<file path="src/shared/fpsi_regs.svh">
// Register offsets, field positions, reset values and timing counts of the front panel block
// Assumes inclusion by bare name from design files
`ifndef FPSI_REGS_SVH
`define FPSI_REGS_SVH
// ****************************************
// Register byte offsets
// ****************************************
`define FPSI_CTRL_OFS 8'h00
`define FPSI_STATUS_OFS 8'h04
`define FPSI_IRQ_STAT_OFS 8'h08
`define FPSI_IRQ_MASK_OFS 8'h0C
`define FPSI_MSG_OFS 8'h10
`define FPSI_LAMPS_OFS 8'h14
`define FPSI_DISP_OFS 8'h18
// ****************************************
// Control fields
// ****************************************
`define FPSI_CTRL_SELFTEST_BIT 0
`define FPSI_CTRL_RESET 32'h0000_0000
// ****************************************
// Interrupt status fields
// ****************************************
`define FPSI_IRQ_DONE_BIT 0
`define FPSI_IRQ_FAIL_BIT 1
`define FPSI_IRQ_BATT_BIT 2
`define FPSI_IRQ_NET_BIT 3
`define FPSI_IRQ_WIDTH 4
`define FPSI_IRQ_MASK_RESET 4'h0
// ****************************************
// Display geometry
// ****************************************
`define FPSI_DISP_LINES 4
`define FPSI_DISP_COLS 20
`define FPSI_CELL_DOTS_W 5
`define FPSI_CELL_DOTS_H 8
// ****************************************
// Timing
// ****************************************
`define FPSI_CLK_HZ 20000000
`define FPSI_LOOP_WAIT_US 10
`define FPSI_LOOP_WAIT_CYC ((`FPSI_CLK_HZ / 1000000) * `FPSI_LOOP_WAIT_US)
`endif

</file>
<file path="src/shared/fpsi_pkg.sv">
// Types of the front panel status block
// Assumes no other package
package fpsi_pkg;
  typedef enum logic [3:0] {
    FPSI_MSG_DIAG_RUN,
    FPSI_MSG_DIAG_DONE,
    FPSI_MSG_LOW_BATTERY,
    FPSI_MSG_PORT0_BAD,
    FPSI_MSG_PORT1_BAD,
    FPSI_MSG_PORT2_BAD,
    FPSI_MSG_PORT3_BAD,
    FPSI_MSG_NO_NET,
    FPSI_MSG_READY
  } fpsi_msg_t;
  typedef enum logic [2:0] {
    FPSI_ST_IDLE,
    FPSI_ST_DRIVE,
    FPSI_ST_WAIT,
    FPSI_ST_CHECK,
    FPSI_ST_DONE
  } fpsi_state_t;
endpackage

</file>
<file path="src/design/fpsi_sync.sv">
// Two flip-flop synchroniser bank for asynchronous inputs
// Assumes one clock and an active low asynchronous reset
`timescale 1ns/1ns
module fpsi_sync #(
  parameter int WIDTH = 1
) (
  // Clock and reset
  input wire logic clk,
  input wire logic arst_n,
  // Data
  input wire logic [WIDTH-1:0] async_in,
  output logic [WIDTH-1:0] sync_out
);
  logic [WIDTH-1:0] meta_r;
  logic [WIDTH-1:0] meta_nxt;
  logic [WIDTH-1:0] sync_nxt;
  initial begin
    if (WIDTH < 1) begin
      $error("fpsi_sync width must be at least one");
    end
  end
  always_comb begin
    meta_nxt = async_in;
    sync_nxt = meta_r;
  end
  always_ff @(posedge clk or negedge arst_n) begin
    if (!arst_n) begin
      meta_r <= '0;
      sync_out <= '0;
    end else begin
      meta_r <= meta_nxt;
      sync_out <= sync_nxt;
    end
  end
endmodule

</file>
<file path="src/design/fpsi_top.sv">
// Front panel status lamps, power-up port self-test and status message select
// Assumes pin inputs are asynchronous, AXI4-Lite master on clk
`timescale 1ns/1ns
`include "fpsi_regs.svh"
module fpsi_top #(
  parameter int PORTS = 4,
  parameter int LOOP_WAIT = `FPSI_LOOP_WAIT_CYC
) (
  // Clock and reset
  input wire logic clk,
  input wire logic arst_n,
  // Processor and battery pins
  input wire logic cpu_running,
  input wire logic battery_low,
  // Serial port activity and loopback return pins
  input wire logic [PORTS-1:0] port_rx_active,
  input wire logic [PORTS-1:0] port_tx_active,
  input wire logic [PORTS-1:0] port_irq,
  input wire logic [PORTS-1:0] port_loop_rx,
  // Local bus and network pins
  input wire logic local_tx_active,
  input wire logic local_rx_active,
  input wire logic net_traffic,
  input wire logic net_member,
  // Loopback drive and lamps
  output logic [PORTS-1:0] port_loop_tx,
  output logic processor_lamp,
  output logic fault_lamp,
  output logic [PORTS-1:0] receive_lamp,
  output logic [PORTS-1:0] transmit_lamp,
  output logic [PORTS-1:0] interrupt_lamp,
  output logic local_tx_lamp,
  output logic local_rx_lamp,
  output logic token_network_activity_lamp,
  // Display message and interrupt
  output logic [3:0] status_msg,
  output logic irq,
  // AXI4-Lite slave
  input wire logic [7:0] s_axi_awaddr,
  input wire logic s_axi_awvalid,
  output logic s_axi_awready,
  input wire logic [31:0] s_axi_wdata,
  input wire logic [3:0] s_axi_wstrb,
  input wire logic s_axi_wvalid,
  output logic s_axi_wready,
  output logic [1:0] s_axi_bresp,
  output logic s_axi_bvalid,
  input wire logic s_axi_bready,
  input wire logic [7:0] s_axi_araddr,
  input wire logic s_axi_arvalid,
  output logic s_axi_arready,
  output logic [31:0] s_axi_rdata,
  output logic [1:0] s_axi_rresp,
  output logic s_axi_rvalid,
  input wire logic s_axi_rready
);
  localparam int NIN = 3 * PORTS + 6 + PORTS;
  initial begin
    if (PORTS < 1 || PORTS > 4) begin
      $error("fpsi_top serves one to four serial ports");
    end
    // The echo needs three edges to come back through the pin synchroniser
    if (LOOP_WAIT < 2 || LOOP_WAIT > 65536) begin
      $error("fpsi_top loopback wait must cover the echo path and fit the counter");
    end
  end
  // ****************************************
  // Pin synchronisers
  // ****************************************
  logic [NIN-1:0] pins_s;
  logic cpu_s, batt_s, ltx_s, lrx_s, ntr_s, nmb_s;
  logic [PORTS-1:0] rx_s, tx_s, irq_s, lrt_s;
  fpsi_sync #(.WIDTH(NIN)) u_sync (
    .clk(clk),
    .arst_n(arst_n),
    .async_in({port_loop_rx, port_irq, port_tx_active, port_rx_active,
               net_member, net_traffic, local_rx_active, local_tx_active, battery_low, cpu_running}),
    .sync_out(pins_s)
  );
  assign {lrt_s, irq_s, tx_s, rx_s, nmb_s, ntr_s, lrx_s, ltx_s, batt_s, cpu_s} = pins_s;
  // ****************************************
  // Lamps
  // ****************************************
  logic processor_lamp_nxt, fault_lamp_nxt, local_tx_lamp_nxt, local_rx_lamp_nxt, net_lamp_nxt;
  logic [PORTS-1:0] receive_lamp_nxt, transmit_lamp_nxt, interrupt_lamp_nxt;
  always_comb begin
    processor_lamp_nxt = cpu_s;
    fault_lamp_nxt = batt_s;
    receive_lamp_nxt = rx_s;
    transmit_lamp_nxt = tx_s;
    interrupt_lamp_nxt = irq_s;
    local_tx_lamp_nxt = ltx_s;
    local_rx_lamp_nxt = lrx_s;
    net_lamp_nxt = ntr_s & nmb_s;
  end
  always_ff @(posedge clk or negedge arst_n) begin
    if (!arst_n) begin
      processor_lamp <= 1'b0;
      fault_lamp <= 1'b0;
      receive_lamp <= '0;
      transmit_lamp <= '0;
      interrupt_lamp <= '0;
      local_tx_lamp <= 1'b0;
      local_rx_lamp <= 1'b0;
      token_network_activity_lamp <= 1'b0;
    end else begin
      processor_lamp <= processor_lamp_nxt;
      fault_lamp <= fault_lamp_nxt;
      receive_lamp <= receive_lamp_nxt;
      transmit_lamp <= transmit_lamp_nxt;
      interrupt_lamp <= interrupt_lamp_nxt;
      local_tx_lamp <= local_tx_lamp_nxt;
      local_rx_lamp <= local_rx_lamp_nxt;
      token_network_activity_lamp <= net_lamp_nxt;
    end
  end
  // ****************************************
  // Loopback self-test
  // ****************************************
  // Each port is driven high then low; the echo must follow both levels
  fpsi_pkg::fpsi_state_t st_r, st_nxt;
  logic [1:0] port_r, port_nxt;
  logic phase_r, phase_nxt;
  logic [PORTS-1:0] fail_r, fail_nxt, loop_tx_nxt;
  logic [15:0] wait_r, wait_nxt;
  logic done_r, done_nxt, start_req;
  fpsi_pkg::fpsi_msg_t msg_nxt;
  always_comb begin
    st_nxt = st_r;
    port_nxt = port_r;
    phase_nxt = phase_r;
    fail_nxt = fail_r;
    wait_nxt = wait_r;
    done_nxt = done_r;
    loop_tx_nxt = '0;
    unique case (st_r)
      fpsi_pkg::FPSI_ST_IDLE: begin
        if (start_req) begin
          st_nxt = fpsi_pkg::FPSI_ST_DRIVE;
          port_nxt = 2'h0;
          phase_nxt = 1'b1;
          fail_nxt = '0;
          done_nxt = 1'b0;
        end
      end
      fpsi_pkg::FPSI_ST_DRIVE: begin
        wait_nxt = 16'(LOOP_WAIT - 1);
        st_nxt = fpsi_pkg::FPSI_ST_WAIT;
      end
      fpsi_pkg::FPSI_ST_WAIT: begin
        if (wait_r == 16'h0000) begin
          st_nxt = fpsi_pkg::FPSI_ST_CHECK;
        end else begin
          wait_nxt = wait_r - 16'h0001;
        end
      end
      fpsi_pkg::FPSI_ST_CHECK: begin
        if (lrt_s[port_r] != phase_r) begin
          fail_nxt[port_r] = 1'b1;
        end
        if (phase_r) begin
          phase_nxt = 1'b0;
          st_nxt = fpsi_pkg::FPSI_ST_DRIVE;
        end else if (32'(port_r) == PORTS - 1) begin
          st_nxt = fpsi_pkg::FPSI_ST_DONE;
        end else begin
          port_nxt = port_r + 2'h1;
          phase_nxt = 1'b1;
          st_nxt = fpsi_pkg::FPSI_ST_DRIVE;
        end
      end
      fpsi_pkg::FPSI_ST_DONE: begin
        done_nxt = 1'b1;
        st_nxt = fpsi_pkg::FPSI_ST_IDLE;
      end
    endcase
    if (st_r == fpsi_pkg::FPSI_ST_DRIVE || st_r == fpsi_pkg::FPSI_ST_WAIT || st_r == fpsi_pkg::FPSI_ST_CHECK) begin
      loop_tx_nxt[port_r] = phase_r;
    end
  end
  // ****************************************
  // Status message select
  // ****************************************
  always_comb begin
    msg_nxt = fpsi_pkg::FPSI_MSG_DIAG_RUN;
    if (done_r) begin
      if (batt_s) begin
        msg_nxt = fpsi_pkg::FPSI_MSG_LOW_BATTERY;
      end else if (fail_r != '0) begin
        // Lowest failing port wins; all failures stay visible in the status register
        for (int i = PORTS - 1; i >= 0; i--) begin
          if (fail_r[i]) begin
            msg_nxt = fpsi_pkg::fpsi_msg_t'(4'(int'(fpsi_pkg::FPSI_MSG_PORT0_BAD) + i));
          end
        end
      end else if (ntr_s & nmb_s) begin
        msg_nxt = fpsi_pkg::FPSI_MSG_READY;
      end else begin
        msg_nxt = fpsi_pkg::FPSI_MSG_NO_NET;
      end
    end else if (st_r == fpsi_pkg::FPSI_ST_DONE) begin
      msg_nxt = fpsi_pkg::FPSI_MSG_DIAG_DONE;
    end
  end
  // ****************************************
  // Register file and interrupts
  // ****************************************
  logic boot_r, start_sw;
  logic [`FPSI_IRQ_WIDTH-1:0] ist_r, ist_nxt, imask_r, imask_nxt, ev;
  logic batt_d_r, net_d_r, ack_w, do_wr, wlane_r, wlane_nxt;
  logic aw_held_r, w_held_r, aw_held_nxt, w_held_nxt, bvalid_nxt, rvalid_nxt, irq_nxt;
  logic [7:0] awaddr_r, awaddr_nxt;
  logic [31:0] wdata_r, wdata_nxt, rdata_nxt;
  logic [1:0] bresp_nxt, rresp_nxt;
  function automatic logic mapped(input logic [7:0] a);
    mapped = (a <= `FPSI_DISP_OFS) && (a[1:0] == 2'b00);
  endfunction
  assign start_req = boot_r | start_sw;
  assign do_wr = aw_held_r & w_held_r & ~s_axi_bvalid;
  assign ack_w = do_wr & (awaddr_r == `FPSI_IRQ_STAT_OFS) & wlane_r;
  assign start_sw = do_wr & (awaddr_r == `FPSI_CTRL_OFS) & wdata_r[`FPSI_CTRL_SELFTEST_BIT] & wlane_r;
  always_comb begin
    ev = '0;
    ev[`FPSI_IRQ_DONE_BIT] = (st_r == fpsi_pkg::FPSI_ST_DONE);
    ev[`FPSI_IRQ_FAIL_BIT] = (st_r == fpsi_pkg::FPSI_ST_DONE) && (fail_r != '0);
    ev[`FPSI_IRQ_BATT_BIT] = batt_s & ~batt_d_r;
    ev[`FPSI_IRQ_NET_BIT] = (ntr_s & nmb_s) != net_d_r;
    // Set beats clear when both land together
    ist_nxt = (ist_r & ~(ack_w ? wdata_r[`FPSI_IRQ_WIDTH-1:0] : '0)) | ev;
    imask_nxt = imask_r;
    if (do_wr && awaddr_r == `FPSI_IRQ_MASK_OFS && wlane_r) begin
      imask_nxt = wdata_r[`FPSI_IRQ_WIDTH-1:0];
    end
    irq_nxt = (ist_nxt & imask_nxt) != '0;
    aw_held_nxt = (aw_held_r | s_axi_awvalid) & ~do_wr;
    w_held_nxt = (w_held_r | s_axi_wvalid) & ~do_wr;
    awaddr_nxt = (s_axi_awvalid & s_axi_awready) ? s_axi_awaddr : awaddr_r;
    wdata_nxt = (s_axi_wvalid & s_axi_wready) ? s_axi_wdata : wdata_r;
    // Lane kept with the data; the master may move the strobe once W is taken
    wlane_nxt = (s_axi_wvalid & s_axi_wready) ? s_axi_wstrb[0] : wlane_r;
    bvalid_nxt = do_wr | (s_axi_bvalid & ~s_axi_bready);
    bresp_nxt = do_wr ? (mapped(awaddr_r) ? 2'h0 : 2'h2) : s_axi_bresp;
    rvalid_nxt = (s_axi_arvalid & s_axi_arready) | (s_axi_rvalid & ~s_axi_rready);
    rresp_nxt = s_axi_rresp;
    rdata_nxt = s_axi_rdata;
    if (s_axi_arvalid & s_axi_arready) begin
      rresp_nxt = mapped(s_axi_araddr) ? 2'h0 : 2'h2;
      unique case (s_axi_araddr)
        `FPSI_STATUS_OFS: rdata_nxt = {24'h0, 4'(fail_r), 1'b0, st_r == fpsi_pkg::FPSI_ST_IDLE, done_r, net_lamp_nxt};
        `FPSI_IRQ_STAT_OFS: rdata_nxt = {28'h0, ist_r};
        `FPSI_IRQ_MASK_OFS: rdata_nxt = {28'h0, imask_r};
        `FPSI_MSG_OFS: rdata_nxt = {28'h0, status_msg};
        `FPSI_LAMPS_OFS: rdata_nxt = {15'h0, token_network_activity_lamp, local_rx_lamp, local_tx_lamp,
                                      fault_lamp, processor_lamp, 4'(interrupt_lamp), 4'(transmit_lamp), 4'(receive_lamp)};
        `FPSI_DISP_OFS: rdata_nxt = {8'(`FPSI_CELL_DOTS_H), 8'(`FPSI_CELL_DOTS_W), 8'(`FPSI_DISP_COLS), 8'(`FPSI_DISP_LINES)};
        default: rdata_nxt = 32'h0000_0000;
      endcase
    end
  end
  always_ff @(posedge clk or negedge arst_n) begin
    if (!arst_n) begin
      st_r <= fpsi_pkg::FPSI_ST_IDLE;
      port_r <= 2'h0;
      phase_r <= 1'b0;
      fail_r <= '0;
      wait_r <= 16'h0000;
      done_r <= 1'b0;
      boot_r <= 1'b1;
      port_loop_tx <= '0;
      status_msg <= 4'h0;
      ist_r <= '0;
      imask_r <= `FPSI_IRQ_MASK_RESET;
      batt_d_r <= 1'b0;
      net_d_r <= 1'b0;
      irq <= 1'b0;
      aw_held_r <= 1'b0;
      w_held_r <= 1'b0;
      awaddr_r <= 8'h00;
      wdata_r <= 32'h0000_0000;
      wlane_r <= 1'b0;
      s_axi_bvalid <= 1'b0;
      s_axi_bresp <= 2'h0;
      s_axi_rvalid <= 1'b0;
      s_axi_rresp <= 2'h0;
      s_axi_rdata <= 32'h0000_0000;
      s_axi_awready <= 1'b1;
      s_axi_wready <= 1'b1;
      s_axi_arready <= 1'b1;
    end else begin
      st_r <= st_nxt;
      port_r <= port_nxt;
      phase_r <= phase_nxt;
      fail_r <= fail_nxt;
      wait_r <= wait_nxt;
      done_r <= done_nxt;
      boot_r <= 1'b0;
      port_loop_tx <= loop_tx_nxt;
      status_msg <= 4'(msg_nxt);
      ist_r <= ist_nxt;
      imask_r <= imask_nxt;
      batt_d_r <= batt_s;
      net_d_r <= ntr_s & nmb_s;
      irq <= irq_nxt;
      aw_held_r <= aw_held_nxt;
      w_held_r <= w_held_nxt;
      awaddr_r <= awaddr_nxt;
      wdata_r <= wdata_nxt;
      wlane_r <= wlane_nxt;
      s_axi_bvalid <= bvalid_nxt;
      s_axi_bresp <= bresp_nxt;
      s_axi_rvalid <= rvalid_nxt;
      s_axi_rresp <= rresp_nxt;
      s_axi_rdata <= rdata_nxt;
      // Ready held low while a word waits, so a second one cannot overwrite it
      s_axi_awready <= ~aw_held_nxt;
      s_axi_wready <= ~w_held_nxt;
      s_axi_arready <= ~rvalid_nxt;
    end
  end
endmodule

</file>
<file path="config.mk">
export PLATFORM = sky130hd
export DESIGN_NAME = fpsi_top
export DESIGN_NICKNAME = d
export VERILOG_FILES = /design/src/shared/fpsi_pkg.sv /design/src/design/fpsi_sync.sv /design/src/design/fpsi_top.sv
export VERILOG_INCLUDE_DIRS = /design/src /design/src/shared
export SDC_FILE = /design/constraint.sdc
export NUM_CORES = 1
export LEC_CHECK = 0
export BUFFER_PORTS_ARGS = -buffer_cell sky130_fd_sc_hd__buf_2
export CAP_MARGIN = 15
export CORE_ASPECT_RATIO = 1.25
export CORE_MARGIN = 2
export CORE_UTILIZATION = 50
export CTS_BUF_LIST = sky130_fd_sc_hd__clkbuf_8
export DETAILED_ROUTE_END_ITERATION = 10
export PLACE_DENSITY = 0.79
export REMOVE_ABC_BUFFERS = 1
export SLEW_MARGIN = 25
export SYNTH_ARGS = -nofsm -noshare
export SYNTH_HDL_FRONTEND = slang
export SYNTH_SLANG_ARGS = --single-unit
export TNS_END_PERCENT = 30
</file>
<file path="constraint.sdc">
create_clock -name clk -period 1.8 [get_ports clk]
set_input_delay 0.36 -clock clk [delete_from_list [all_inputs] [get_ports clk]]
set_output_delay 0.36 -clock clk [all_outputs]
set_load 0.05 [all_outputs]
</file>
==> run_results.csv <==
group,metric,value,unit
floorplanning,die_height,125.1,um
global_route,grt_pass1_vias,4400,
layout,num_antenna_cells,0,
sta,finalCritPeriodShare,1.029,
global_route,grt_overflow,0,
sta,clock_skew,0.01007,ns
logic_synthesis,async_flop_share,1.000,
detailed_routing,ant_nets,0,
critical_path,cp.arrival,2.21,ns
logic_synthesis,yosysSeqAreaShare,0.6236,
logic_synthesis,ys.warnings.count,0,
detailed_routing,drt_iter0_drc,287,
detailed_routing,vias_per_cell,5.396,
sta,finalWorstSetupSlack,-0.05216,ns
logic_synthesis,netlist_area,5867,um^2
clock_network,htree_levels,4,
min_path,hold_path_depth,1,
min_path,worstHoldStart,"port_tx_active[2]",
run_status,status,"finished with violations",
layout,drive_gt1_frac,0.3704,
clock_network,cts-root-buf,"clkbuf_8",
critical_path,r2r.worst_path.cells,4,
floorplanning,initial_utilization,0.5099,
logic_synthesis,synth_ff_type,"dfrtp_1",
detailed_routing,wl_per_cell,16.12,um
placed_design,dp_cells,752,
clock_network,clkLatencyLatePin,0.43,ns
pwr,leakagePower,3.556,nW
logic_synthesis,synth_edf_count,0,
logic_synthesis,yosys-top-cells-area,"dfrtp_1 61%, mux2_2 2.9%, nand2_1 2.5%",
sta,hold_violations,0,
clock_network,cts.sinks,146,
critical_path,crit_type,"reg2reg",
floorplanning,core,11510,um^2
run,maxCapViolations,0,
floorplanning,io_pins,148,
min_path,hold_path_end,"u_sync.meta_r[12]$_DFF_PN0_",
logic_synthesis,yosysTopAreaCellShare,0.6057,
detailed_routing,drtPass1Iterations,4,
clock_network,cts_buffers,17,
sta,final_max_slew_viol_count,0,
critical_path,regToRegSetupSlack,-0.05,ns
detailed_routing,drc,0,
clock_network,cts_tree,"yes",
layout,syn_to_final_growth,30.26,%
global_route,grt_max_degree,47,
clock_network,path_clk_slew,0.08,ns
sta,clock.fmax,539.9,MHz
global_route,antenna_found_initial,0,
logic_synthesis,synth-seq-cells,146,
placed_design,gp_congestion,0.8365,
placed_design,io_buffers,101,
min_path,hp-class,"in2reg",
floorplanning,die-area,12620,um^2
sta,finalSetupViolCount,9,
run_status,violations,"negative setup slack",
detailed_routing,vias,4387,
logic_synthesis,syn-instance-count,483,
detailed_routing,wirelength,13100,um
floorplanning,core.rowCount,44,
global_route,grt_pass1_wl,21150,um
sta,rsz0062_at_grt,"true",
logic_synthesis,yosysMostFrequentCell,"dfrtp_1",
critical_path,regToRegStartpoint,"wait_r[11]$_DFFE_PN0P_",
logic_synthesis,synth_area_per_cell,12.15,um^2
logic_synthesis,synth_common_cells,"142 x dfrtp_1, 39 x nand2_1, 26 x inv_1",
critical_path,cp-start-kind,"register",
pwr,powerDensity,1192,nW/um^2
critical_path,cp_max_fo,4,
global_route,grt_usage,0.2147,
floorplanning,die_x,100.9,um
critical_path,reg2reg_to,"wait_r[15]$_DFFE_PN0P_",
placed_design,hpwl,9073,um
sta,hold_ws,0.04442,ns
pwr,ir_worst_vdd,0.6487,mV
logic_synthesis,ys_types,68,
clock_network,clock_path_buffers,2,
logic_synthesis,synth_top_area_cell,"dfrtp_1",
layout,num-nets-final,749,
critical_path,cp-end-kind,"register",
sta,fin_crit,1.852,ns
critical_path,worstPathRequired,2.16,ns
layout,stdcell_count,813,
==> final cells by class <==
class                           count  area, um^2
Sequential cell                   146        3660
Fill cell                         845        3864
Clock buffer                       17       234.0
Multi-Input combinational cell    292        2108
Timing Repair Buffer              179        1197
Clock inverter                     15       172.7
Tap cell                          138       172.7
Inverter                           26       97.59
==> worst max-delay path, cell delays in order (launching register included) <==
cell and delay [ns]:
dfrtp_1 0.39, or4_4 0.57, buf_6 0.15, or4_1 0.52, a21oi_1 0.15
==> cells in the final DEF, fill, tap and decap left out, types with 5 or more instances in the layout <==
master         instances
nand2b_1               6
ha_1                   5
nor4_1                 7
nand3_1                7
or4_1                  5
or2_2                  7
o31ai_1                6
buf_2                100
inv_6                  5
a21oi_1               10
or3_1                  5
dlygate4sd3_1         22
mux2i_1                8
inv_1                 24
nor3_1                 5
nand2_1               39
nor4_4                 5
clkinvlp_4             5
buf_4                 51
a31oi_1                7
a22oi_1                5
dfrtp_1              141
conb_1                16
nor2b_1                5
mux2_2                15
clkbuf_8              17
a211oi_1               5
o21ai_0               22
nor2_1                14
and2_1                 6
==> logic make-up after synthesis <==
family,count (synthesis),synth area share
AOI/OAI and AO/OA,87,0.09981
xor gates and xnor gates,4,0.005971
adders and majority gates,6,0.01280
buffers and inverters,60,0.05310
DFF,146,0.6236
muxes,24,0.04628
other,1,0.0006392
and+or+nand+nor,155,0.1578
==> registers in the layout, indices dropped and copies added (netlist names), 3 cells and up <==
register / flops
awaddr_r: 8
fail_r: 4
imask_r: 4
interrupt_lamp: 4
ist_r: 4
port_loop_tx: 4
receive_lamp: 4
s_axi_rdata: 18
st_r: 3
status_msg: 4
transmit_lamp: 4
u_sync.meta_r: 22
u_sync.sync_out: 22
wait_r: 16
wdata_r: 4
==> routing by layer <==
layer | global-route usage | up-vias | share of wire
met4 | 0.07977 | 0 | 0.010
met1 | 0.2585 | 2168 | 0.40
met5 | 0 | - | 0
li1 | - | 2062 | -
met2 | 0.3722 | 142 | 0.54
met3 | 0.04919 | 15 | 0.049
==> power breakdown <==
part	internal [mW]	leakage, nW	total [mW]	switching [mW]
Sequential	3.76	1.79	4.12	0.367
Combinational	0.989	1.58	2.41	1.42
Clock	1.27	0.190	2.58	1.31
==> metrics by stage <==
stage / area [um^2] / util / setup TNS, ns / setup WS (ns) / power [mW]
global route: 7642 / 0.6642 / -0.8287 / -0.1176 / 9.599
detailed placement: 6799 / 0.5909 / -2.128 / -0.1596 / 6.431
global placement: 6799 / 0.5909 / -1.232 / -0.1203 / 6.318
floorplan: 5709 / - / -11.34 / -0.5754 / 5.573
finish: 7642 / 0.6642 / -0.2093 / -0.05216 / 9.113
CTS: 7547 / 0.6559 / -0.07607 / -0.02590 / 9.139
==> worst max-delay path by stage <==
| stage | startpoint | endpoint | slack (ns) | cells past startpoint |
|---|---|---|---|---|
| floorplan | s_axi_bvalid$_DFF_PN0_ | port_r[0]$_DFFE_PN0P_ | -0.58 | 4 |
| global placement | s_axi_araddr[0] | s_axi_rdata[5]$_DFFE_PN0P_ | -0.12 | 7 |
| detailed placement | s_axi_araddr[0] | s_axi_rdata[5]$_DFFE_PN0P_ | -0.16 | 7 |
| CTS | wait_r[11]$_DFFE_PN0P_ | wait_r[15]$_DFFE_PN0P_ | -0.03 | 4 |
| global route | wait_r[11]$_DFFE_PN0P_ | wait_r[15]$_DFFE_PN0P_ | -0.12 | 5 |
| finish | wait_r[11]$_DFFE_PN0P_ | wait_r[15]$_DFFE_PN0P_ | -0.05 | 4 |
==> timing repair <==
action | CTS | global route
pin swaps | 6 | 3
setup endpoints to repair | 15 | 22
resized for setup | 15 | 20
hold endpoints to repair | 62 | 0
buffers inserted | 7 | 1
hold buffers | 22 | 0
Power figures use the tool's default switching activity.
